`src/common/udfpm_pkg.sv`:
```
package udfpm_pkg;
    localparam int unsigned UPPER_W = 8;
    localparam int unsigned FLAG_W = 8;
    localparam int unsigned SEL_W = 4;
    localparam int unsigned LOW_SEL_W = 3;
    localparam int unsigned MUL_W = 7;
    localparam int unsigned DIV_BIT = 7;
    localparam int unsigned SS_IN_P1_BIT = 1;
    localparam int unsigned SS_IN_P0_BIT = 0;
    localparam logic [MUL_W-1:0] MUL_RESET = 7'h00;
    localparam logic DIV_RESET = 1'b0;

    typedef enum logic {
        UDFPM_BUS_8 = 1'b0,
        UDFPM_BUS_16 = 1'b1
    } udfpm_bus_width_t;
endpackage

```
`src/common/udfpm_sync_if.sv`:
```
`timescale 1ns/1ps
`default_nettype none
// Raw pin levels in, synchronised copies out
interface udfpm_sync_if;
    logic [15:0] raw;
    logic [15:0] synced;
    modport src (output raw, input synced);
    modport snk (input raw, output synced);
endinterface
`default_nettype wire

```
`src/logic/udfpm_pin_mux.sv`:
```
// How it works
// (RQ1) 16-bit bus: upper pins are data 15-8
// (RQ2) 8-bit bus: upper pins become flags 15-8
// (RQ3) Port 1 selects 7-4 on pins 15,13,11,9
// (RQ4) Port 0 selects 7-4 on pins 14,12,10,8
// (RQ5) Low flag pins carry selects 3-1
// (RQ6) Flag pins 1,0 become slave-select inputs
// (RQ7) Boot samples flag 7 as PLL divisor
// (RQ8) Boot samples flags 6-0 as multiplier
// (RQ9) All pin inputs synchronised before use
// (RQ10) Straps latched at boot end, then held
`timescale 1ns/1ps
`default_nettype none
module udfpm_pin_mux
    import udfpm_pkg::*;
(
    input wire logic clk, // Core clock, 250 MHz
    input wire logic rst, // Synchronous reset, active high
    input wire udfpm_pkg::udfpm_bus_width_t bus_width, // External bus width
    input wire logic port1_enable, // Serial port 1 enabled
    input wire logic port0_enable, // Serial port 0 enabled
    input wire logic boot_active, // High while booting
    input wire logic [7:0] data_hi_out, // Data 15-8 to drive
    input wire logic data_hi_drive, // Bus drives data 15-8
    output logic [7:0] data_hi_in, // Data 15-8 sampled
    input wire logic [7:0] gp_flag_hi_out, // Flags 15-8 to drive
    input wire logic [7:0] gp_flag_hi_dir, // Flags 15-8 output when high
    output logic [7:0] gp_flag_hi_in, // Flags 15-8 sampled
    input wire logic [7:0] gp_flag_lo_out, // Flags 7-0 to drive
    input wire logic [7:0] gp_flag_lo_dir, // Flags 7-0 output when high
    output logic [7:0] gp_flag_lo_in, // Flags 7-0 sampled
    input wire logic [3:0] port1_slave_sel_out_hi, // Port 1 selects 7-4
    input wire logic [3:0] port0_slave_sel_out_hi, // Port 0 selects 7-4
    input wire logic [2:0] port1_slave_sel_out_lo, // Port 1 selects 3-1
    input wire logic [2:0] port0_slave_sel_out_lo, // Port 0 selects 3-1
    output logic port1_slave_sel_in, // Port 1 slave select input
    output logic port0_slave_sel_in, // Port 0 slave select input
    output logic pll_input_divisor_strap, // Latched divisor select
    output logic [6:0] pll_multiplier_strap, // Latched multiplier select
    input wire logic [7:0] upper_pin_i, // Upper pins, level in
    output logic [7:0] upper_pin_o, // Upper pins, level out
    output logic [7:0] upper_pin_oe_n, // Upper pins, low drives
    input wire logic [7:0] flag_pin_i, // Flag pins 7-0, level in
    output logic [7:0] flag_pin_o, // Flag pins 7-0, level out
    output logic [7:0] flag_pin_oe_n // Flag pins 7-0, low drives
);
    import udfpm_pkg::*;

    // Pin position of each select; port 1 owns the odd pins, port 0 the even ones
    localparam int unsigned P1_HI_SEL4 = 1;
    localparam int unsigned P1_HI_SEL5 = 3;
    localparam int unsigned P1_HI_SEL6 = 5;
    localparam int unsigned P1_HI_SEL7 = 7;
    localparam int unsigned P0_HI_SEL4 = 0;
    localparam int unsigned P0_HI_SEL5 = 2;
    localparam int unsigned P0_HI_SEL6 = 4;
    localparam int unsigned P0_HI_SEL7 = 6;
    localparam int unsigned P1_LO_SEL1 = 3;
    localparam int unsigned P1_LO_SEL2 = 5;
    localparam int unsigned P1_LO_SEL3 = 7;
    localparam int unsigned P0_LO_SEL1 = 2;
    localparam int unsigned P0_LO_SEL2 = 4;
    localparam int unsigned P0_LO_SEL3 = 6;

    // Registered copy of every pin, input and strap output
    typedef struct packed {
        logic [7:0] up_o;
        logic [7:0] up_oe_n;
        logic [7:0] fl_o;
        logic [7:0] fl_oe_n;
        logic [7:0] dat_in;
        logic [7:0] ghi_in;
        logic [7:0] glo_in;
        logic ss1_in;
        logic ss0_in;
        logic div;
        logic [MUL_W-1:0] mul;
    } udfpm_state_t;

    udfpm_state_t state_ff;
    udfpm_state_t nxt_state;
    udfpm_sync_if sif ();
    logic [7:0] up_sync;
    logic [7:0] fl_sync;

    // One synchroniser covers both pin bytes; controls are on our clock and bypass it
    assign sif.raw = {upper_pin_i, flag_pin_i}; // [RQ9]
    udfpm_sync2 u_sync (
        .clk(clk),
        .rst(rst),
        .sif(sif)
    );
    assign up_sync = sif.synced[15:8];
    assign fl_sync = sif.synced[7:0];

    always_comb begin
        nxt_state = state_ff;

        // Upper byte; boot leaves it alone since no strap lives there
        case (bus_width)
            UDFPM_BUS_16: begin
                nxt_state.up_o = data_hi_out; // [RQ1]
                nxt_state.up_oe_n = {UPPER_W{~data_hi_drive}}; // [RQ1]
                nxt_state.dat_in = up_sync; // [RQ1]
            end
            UDFPM_BUS_8: begin
                nxt_state.up_o = gp_flag_hi_out; // [RQ2]
                nxt_state.up_oe_n = ~gp_flag_hi_dir; // [RQ2]
                nxt_state.ghi_in = up_sync; // [RQ2]
                // Selects win over the flag direction bits of their pins
                if (port1_enable) begin
                    nxt_state.up_o[P1_HI_SEL4] = port1_slave_sel_out_hi[0]; // [RQ3]
                    nxt_state.up_oe_n[P1_HI_SEL4] = 1'b0; // [RQ3]
                    nxt_state.up_o[P1_HI_SEL5] = port1_slave_sel_out_hi[1]; // [RQ3]
                    nxt_state.up_oe_n[P1_HI_SEL5] = 1'b0; // [RQ3]
                    nxt_state.up_o[P1_HI_SEL6] = port1_slave_sel_out_hi[2]; // [RQ3]
                    nxt_state.up_oe_n[P1_HI_SEL6] = 1'b0; // [RQ3]
                    nxt_state.up_o[P1_HI_SEL7] = port1_slave_sel_out_hi[3]; // [RQ3]
                    nxt_state.up_oe_n[P1_HI_SEL7] = 1'b0; // [RQ3]
                end
                if (port0_enable) begin
                    nxt_state.up_o[P0_HI_SEL4] = port0_slave_sel_out_hi[0]; // [RQ4]
                    nxt_state.up_oe_n[P0_HI_SEL4] = 1'b0; // [RQ4]
                    nxt_state.up_o[P0_HI_SEL5] = port0_slave_sel_out_hi[1]; // [RQ4]
                    nxt_state.up_oe_n[P0_HI_SEL5] = 1'b0; // [RQ4]
                    nxt_state.up_o[P0_HI_SEL6] = port0_slave_sel_out_hi[2]; // [RQ4]
                    nxt_state.up_oe_n[P0_HI_SEL6] = 1'b0; // [RQ4]
                    nxt_state.up_o[P0_HI_SEL7] = port0_slave_sel_out_hi[3]; // [RQ4]
                    nxt_state.up_oe_n[P0_HI_SEL7] = 1'b0; // [RQ4]
                end
            end
            default: begin
                // Unknown width: let go of the pins rather than fight the bus
                nxt_state.up_oe_n = {UPPER_W{1'b1}};
            end
        endcase

        // Low flags; straps are read as inputs, so all drivers release in boot
        nxt_state.fl_o = gp_flag_lo_out;
        nxt_state.fl_oe_n = ~gp_flag_lo_dir;
        nxt_state.glo_in = fl_sync;

        // Each port gates its own low selects
        if (port1_enable) begin
            nxt_state.fl_o[P1_LO_SEL1] = port1_slave_sel_out_lo[0]; // [RQ5]
            nxt_state.fl_oe_n[P1_LO_SEL1] = 1'b0; // [RQ5]
            nxt_state.fl_o[P1_LO_SEL2] = port1_slave_sel_out_lo[1]; // [RQ5]
            nxt_state.fl_oe_n[P1_LO_SEL2] = 1'b0; // [RQ5]
            nxt_state.fl_o[P1_LO_SEL3] = port1_slave_sel_out_lo[2]; // [RQ5]
            nxt_state.fl_oe_n[P1_LO_SEL3] = 1'b0; // [RQ5]
        end
        if (port0_enable) begin
            nxt_state.fl_o[P0_LO_SEL1] = port0_slave_sel_out_lo[0]; // [RQ5]
            nxt_state.fl_oe_n[P0_LO_SEL1] = 1'b0; // [RQ5]
            nxt_state.fl_o[P0_LO_SEL2] = port0_slave_sel_out_lo[1]; // [RQ5]
            nxt_state.fl_oe_n[P0_LO_SEL2] = 1'b0; // [RQ5]
            nxt_state.fl_o[P0_LO_SEL3] = port0_slave_sel_out_lo[2]; // [RQ5]
            nxt_state.fl_oe_n[P0_LO_SEL3] = 1'b0; // [RQ5]
        end

        // A slave-select input pin must never be driven from our side
        if (port1_enable) begin
            nxt_state.fl_oe_n[SS_IN_P1_BIT] = 1'b1; // [RQ6]
            nxt_state.ss1_in = fl_sync[SS_IN_P1_BIT]; // [RQ6]
        end else begin
            // A disabled port sees its select idle high
            nxt_state.ss1_in = 1'b1;
        end
        if (port0_enable) begin
            nxt_state.fl_oe_n[SS_IN_P0_BIT] = 1'b1; // [RQ6]
            nxt_state.ss0_in = fl_sync[SS_IN_P0_BIT]; // [RQ6]
        end else begin
            nxt_state.ss0_in = 1'b1;
        end

        // Straps follow the pins for all of boot; the last sample is what stays
        if (boot_active) begin
            nxt_state.fl_oe_n = {FLAG_W{1'b1}};
            nxt_state.div = fl_sync[DIV_BIT]; // [RQ7]
            nxt_state.mul = fl_sync[MUL_W-1:0]; // [RQ8]
        end
        // Outside boot div/mul simply hold the last boot sample [RQ10]
    end

    always_ff @(posedge clk) begin
        if (rst) begin
            // Every pin starts released so nothing fights the board in reset
            state_ff.up_o <= '0;
            state_ff.up_oe_n <= {UPPER_W{1'b1}};
            state_ff.fl_o <= '0;
            state_ff.fl_oe_n <= {FLAG_W{1'b1}};
            state_ff.dat_in <= '0;
            state_ff.ghi_in <= '0;
            state_ff.glo_in <= '0;
            state_ff.ss1_in <= 1'b1;
            state_ff.ss0_in <= 1'b1;
            state_ff.div <= DIV_RESET;
            state_ff.mul <= MUL_RESET;
        end else begin
            state_ff <= nxt_state;
        end
    end

    // Every output comes straight from a flop, so pins never glitch on control changes
    assign upper_pin_o = state_ff.up_o;
    assign upper_pin_oe_n = state_ff.up_oe_n;
    assign flag_pin_o = state_ff.fl_o;
    assign flag_pin_oe_n = state_ff.fl_oe_n;
    assign data_hi_in = state_ff.dat_in;
    assign gp_flag_hi_in = state_ff.ghi_in;
    assign gp_flag_lo_in = state_ff.glo_in;
    assign port1_slave_sel_in = state_ff.ss1_in;
    assign port0_slave_sel_in = state_ff.ss0_in;
    assign pll_input_divisor_strap = state_ff.div;
    assign pll_multiplier_strap = state_ff.mul;
endmodule
`default_nettype wire

```
`src/logic/udfpm_sync2.sv`:
```
`timescale 1ns/1ps
`default_nettype none
// Two-stage synchroniser; the first stage feeds only the second
module udfpm_sync2 (
    input wire logic clk, // Core clock
    input wire logic rst, // Synchronous reset
    udfpm_sync_if.snk sif // Raw and synced pin levels
);
    typedef struct packed {
        logic [15:0] meta;
        logic [15:0] stable;
    } udfpm_sync_state_t;

    udfpm_sync_state_t state_ff;
    udfpm_sync_state_t nxt_state;

    always_comb begin
        nxt_state.meta = sif.raw;
        nxt_state.stable = state_ff.meta;
    end

    always_ff @(posedge clk) begin
        if (rst) begin
            state_ff <= '0;
        end else begin
            state_ff <= nxt_state;
        end
    end

    assign sif.synced = state_ff.stable;
endmodule
`default_nettype wire

```
`config.mk`:
```
export PLATFORM = sky130hd
export DESIGN_NAME = udfpm_pin_mux
export DESIGN_NICKNAME = d
export VERILOG_FILES = /design/src/common/udfpm_pkg.sv /design/src/common/udfpm_sync_if.sv /design/src/logic/udfpm_pin_mux.sv /design/src/logic/udfpm_sync2.sv
export SDC_FILE = /design/constraint.sdc
export NUM_CORES = 1
export LEC_CHECK = 0
export BUFFER_PORTS_ARGS = -buffer_cell sky130_fd_sc_hd__buf_2
export CAP_MARGIN = 30
export CORE_MARGIN = 4
export CORE_UTILIZATION = 46
export CTS_BUF_LIST = sky130_fd_sc_hd__clkbuf_8 sky130_fd_sc_hd__clkbuf_16
export DETAILED_ROUTE_END_ITERATION = 8
export GPL_TIMING_DRIVEN = 0
export PLACE_DENSITY = 0.78
export SYNTH_ARGS = -nofsm -noshare
export SYNTH_HDL_FRONTEND = slang
export SYNTH_HIERARCHICAL = 1
export SYNTH_SLANG_ARGS = --single-unit
```
`constraint.sdc`:
```
create_clock -name clk -period 0.8 [get_ports clk]
set_input_delay 0.08 -clock clk [delete_from_list [all_inputs] [get_ports clk]]
set_output_delay 0.08 -clock clk [all_outputs]
set_load 0.005 [all_outputs]
```
; ---- After elaboration in Yosys (flattened, before gate mapping)
; Index checks and enable logic that the tools add are counted.
[word_totals]
reg_bits = 98
output_inout_bits = 66
[classes]
muxes = 29
bitwise = 6
n_reduce_logical = 5
[ops]
columns = op, n
row1 = 16-bit one-hot mux with 2 select lines, 1
row2 = 1-bit two-way mux, 28
row3 = 8-bit inverter, 2
row4 = 2-bit OR reduction, 3
row5 = 3-bit OR reduction, 2
row6 = 1-bit inverter, 4

; ---- Depth between registers and ports, before layout
[logic_depth]
ltp_word = 3
mapped_depth = 4
depth_no_buf = 2

; ---- Modules after synthesis
; Netlist, hierarchy kept.
[by_module_without_submodules]
columns = module, instances, seq_area_each_um2, area_each_um2, cells_each
row1 = udfpm_pin_mux, 1, 1321.3, 2342.2, 196
row2 = udfpm_sync2, 1, 640.6, 863.3, 67

; ---- Worst setup path after synthesis
; No wires, ideal clock.
[synth_path]
path_type = input port to flip-flop
startpoint = input port boot_active
endpoint = register state_ff, in the netlist flag_pin_oe_n[2]
arrival_ns = 0.570
setup_slack_ns = 0.092
setup_time_ns = 0.138
t_required_ns = 0.662
path_stages = 3
path_buffers = 1
cell_sequence = buf_6 nor2_1 o21ai_0
[synth_via]
elab_chain_len = 1
[synth_lines]
columns = element, line
row1 = "start, declared", udfpm_pin_mux.sv:22  ; input wire logic boot_active,
row2 = 2-bit OR reduction (no source line), n/a
row3 = "end signal, assigned", udfpm_pin_mux.sv:200  ; state_ff <= nxt_state;
row4 = "end, declared", udfpm_pin_mux.sv:80  ; udfpm_state_t state_ff;
; Every way passes these cells.
; A chain may end at the register's enable or synchronous reset.

; ---- Worst setup path in the final report
[layout_path]
startpoint = register state_ff, in the netlist data_hi_in[4]
endpoint = output port data_hi_in[4]
[layout_rtl]
columns = element, line
row1 = "end, declared", udfpm_pin_mux.sv:25  ; output logic [7:0] data_hi_in,
; No word-level cell between the ends.

==> impl_results.md <==
- Status: complete, but fails checks
- Violated checks: setup timing
- # DRC: 0
- WS Path Type: flip-flop to primary output
- Total clock sinks: 98
- NumNets Final: between 500 and 600
- Pleak: ~2.3 nW
- Mapped Area: 0.003206 sq mm
- Clk buf depth: 2
- Largest net degree at the start of global routing: 19
- Yosys cell types: 18
- Core ar.: about 0.0068 sq mm
- Layout Skew: just under 0.009 ns
- 1st-pass router iterations: 4
- #FFs+latches synth: 98
- Initial antenna violation count: 1
- P&R area growth vs syn: 56.05%
- Worst-path clk slew: 0.10 ns
- Final worst-path cycle share: 110.5%
- Proportion of layout cells with a drive suffix above 1: about half
- Critical Path RT: around 0.72 ns
- Worst setup EP type: primary output
- Clock insertion delay at the later pin of the skew report: between 0.3 and 0.4 ns
- R2R Setup Slk: around 0.020 ns
- Setup violations, final: 67
- Maximum vdd drop: approximately 1.5 mV
- Final hold vios: 0
- Max-slew violation count: 0
- Min-Delay Endpoint: upper_pin_o[2]
- Overflow after GRT: 0
- Die area: approximately 0.0084 sq mm
- Post-synth net total: between 300 and 400
- Area of the multi-input gates: around 0.0011 sq mm
- Register Area: 0.002014 sq mm
- PortBufs: around 140
- ANT nets after route: 0
- Cells along the critical path: buf_2
- Boundary pin count: about 140
- Routed vias/inst: 4.553
- Worst min path class: input pin to flip-flop
- YS warnings: 6
- FF-to-FF path depth: 3
- Average instance area after synthesis: 12.19 sq um
- Vias in the first global route: about 2700
- CTS tree: built
- Slew headroom: 70.30%
- Fillers: 462
- Worst path max stage delay: about 0.34 ns
- Final setup margin: -0.08411 ns
- End-of-flow core utilization: about three quarters
- Reg2reg start: data_hi_in[2]
- Worst-path fanout max: 2
- Worst r2r dst: data_hi_in[2]
- Worst Path Arrival: 0.80 ns
- Post-DP HPWL: approximately 5.2 mm
- Sequential share of the synthesized area: between 60% and 70%
- CTS Buf Count: 9
- Initial Utilization: between 40% and 50%
- Buf+Inv Stages, Crit Path: 1
- Minimum clock period: 0.8841 ns
- CP max stage cell: dfxtp_2
- # H-tree levels: 3
- Hold_buf cts: 50
- Power density cells: between 1500 and 2000 mW/mm^2
- RSZ-0062 raised after global routing: yes
- Gate Count Post-Synth: ~260
- DRT iter0 DRCs: 52
- CTS root buf: clkbuf_8
- Die width: 91.48 um
- GRT Total Usage: between 10% and 20%
- Worst setup SP type: flip-flop
- Max cap viols: 0
- RePlAce Congestion: about 0.78
- Routed WL per cell: between 10 and 15 um
- First-pass GRT wire length: 13.24 mm
- Worst Hold Depth: 3
- Tot Pwr: 9.637 mW
- Row count: 30
- Die Height: a little over 90 um
- FMAX: roughly 1.1 GHz
- Worst Tran Pin Value: 0.4456 ns
- Critical path's top delay family: flip-flops
- Via count: 2586
- Min-delay src: data_hi_out[2]
- Final WL: roughly 8.3 mm
## metrics by stage
stage	hold WS (ns)	area [sq um]	worst slack, ns	std cells	TNS (ns)
after floorplan	0.1516	3206	0.09233	263	0
after global placement	0.2622	4016	-0.1883	497	-6.377
after detailed placement	0.2650	4016	-0.2052	497	-7.035
after CTS	0.0008682	4842	-0.1048	566	-5.268
after global routing	-0.001999	5002	-0.1467	568	-6.944
final	0.02200	5002	-0.08411	568	-3.950
## cells by family after synthesis
kind of cell,Yosys count,share of synthesized area [%]
simple gates,86,15.77
flops,98,61.20
compound gates,22,6.245
mux,38,11.87
buf+inv,19,4.918
## synth_stat cells (all sizes together)
cell type	count	area, sq um
inv	2	7.500
nand3b	4	30.03
a211oi	8	85.08
nor2	31	116.4
o311ai	8	85.08
mux2i	38	380.4
nor2b	50	350.3
buf	16	146.4
o21ai	6	30.03
nand2b	1	8.760
clkbuf	1	3.750
dfxtp	98	1962
## routing by layer
layer | share of wire (%) | GRT usage, % | vias up | wire, um
met5 | 0 | 0 | - | 0
met2 | 54 | 36.03 | 93 | 4475
met3 | 5.2 | 4.640 | 13 | 428
li1 | - | - | 1277 | -
met4 | 1.9 | 8.543 | 0 | 160
met1 | 39 | 22.16 | 1203 | 3240
## where the power goes
part | total (mW) | internal (mW) | switching, mW
combinational | 1.17 | 0.710 | 0.464
sequential | 5.20 | 5.12 | 0.0812
clock | 3.27 | 1.51 | 1.76
total | 9.64 | 7.33 | 2.31
## area by class of cell
class	count	area share [%]
Clock buffer	9	2.476
Tap cell	96	2.401
Buffer	17	3.001
Inverter	2	0.1501
Antenna cell	1	0.05002
Timing Repair Buffer	192	27.86
Multi-Input combinational cell	146	22.09
Sequential cell	98	40.27
Clock inverter	7	1.701
## layout by cell type (no fill, tap or decap), types with 2 or more instances in the layout
cell | netlist | layout
buf_2 | 3 | 114
dfxtp_1 | 98 | 56
dlygate4sd3_1 | 0 | 50
nor2b_1 | 45 | 45
dfxtp_2 | 0 | 42
buf_6 | 9 | 37
mux2i_1 | 38 | 37
nor2_1 | 31 | 31
clkbuf_8 | 0 | 9
buf_4 | 4 | 7
o21ai_0 | 6 | 6
nor2b_4 | 5 | 5
a211oi_2 | 5 | 5
o311ai_1 | 6 | 4
nand3b_1 | 4 | 4
o311ai_2 | 2 | 4
a211oi_1 | 3 | 3
clkinvlp_4 | 0 | 2
inv_8 | 0 | 2
## sequential cells by signal (all words and copies together), names as in the netlist
| name | cells |
|---|---|
| u_sync/nxt_state | 16 |
| data_hi_in | 8 |
| gp_flag_hi_in | 8 |
| u_sync/sif.synced | 16 |
| flag_pin_o | 8 |
| port0_slave_sel_in | 1 |
| port1_slave_sel_in | 1 |
| pll_input_divisor_strap | 1 |
| upper_pin_oe_n | 8 |
| upper_pin_o | 8 |
| pll_multiplier_strap | 7 |
| gp_flag_lo_in | 8 |
| flag_pin_oe_n | 8 |
## worst max-delay path by stage
stage	from	end	slack, ns	cells after the start
floorplan	boot_active	flag_pin_oe_n[2]	0.09	3
global placement	rst	pll_multiplier_strap[3]	-0.19	4
detailed placement	rst	flag_pin_o[6]	-0.21	4
CTS	gp_flag_hi_in[7]	gp_flag_hi_in[7]	-0.10	1
global route	data_hi_in[0]	data_hi_in[0]	-0.15	1
finish	data_hi_in[4]	data_hi_in[4]	-0.08	1
## what timing repair did
| item | 4_1_cts | 5_1_grt |
|---|---|---|
| setup buffers | 3 | 1 |
| endpoints found under the setup margin | 66 | 70 |
| resized for setup | 35 | 38 |
| endpoints found under the hold margin | 42 | 1 |
| pin swaps | 0 | 2 |
Note: power is estimated with default switching activity, not from simulation.
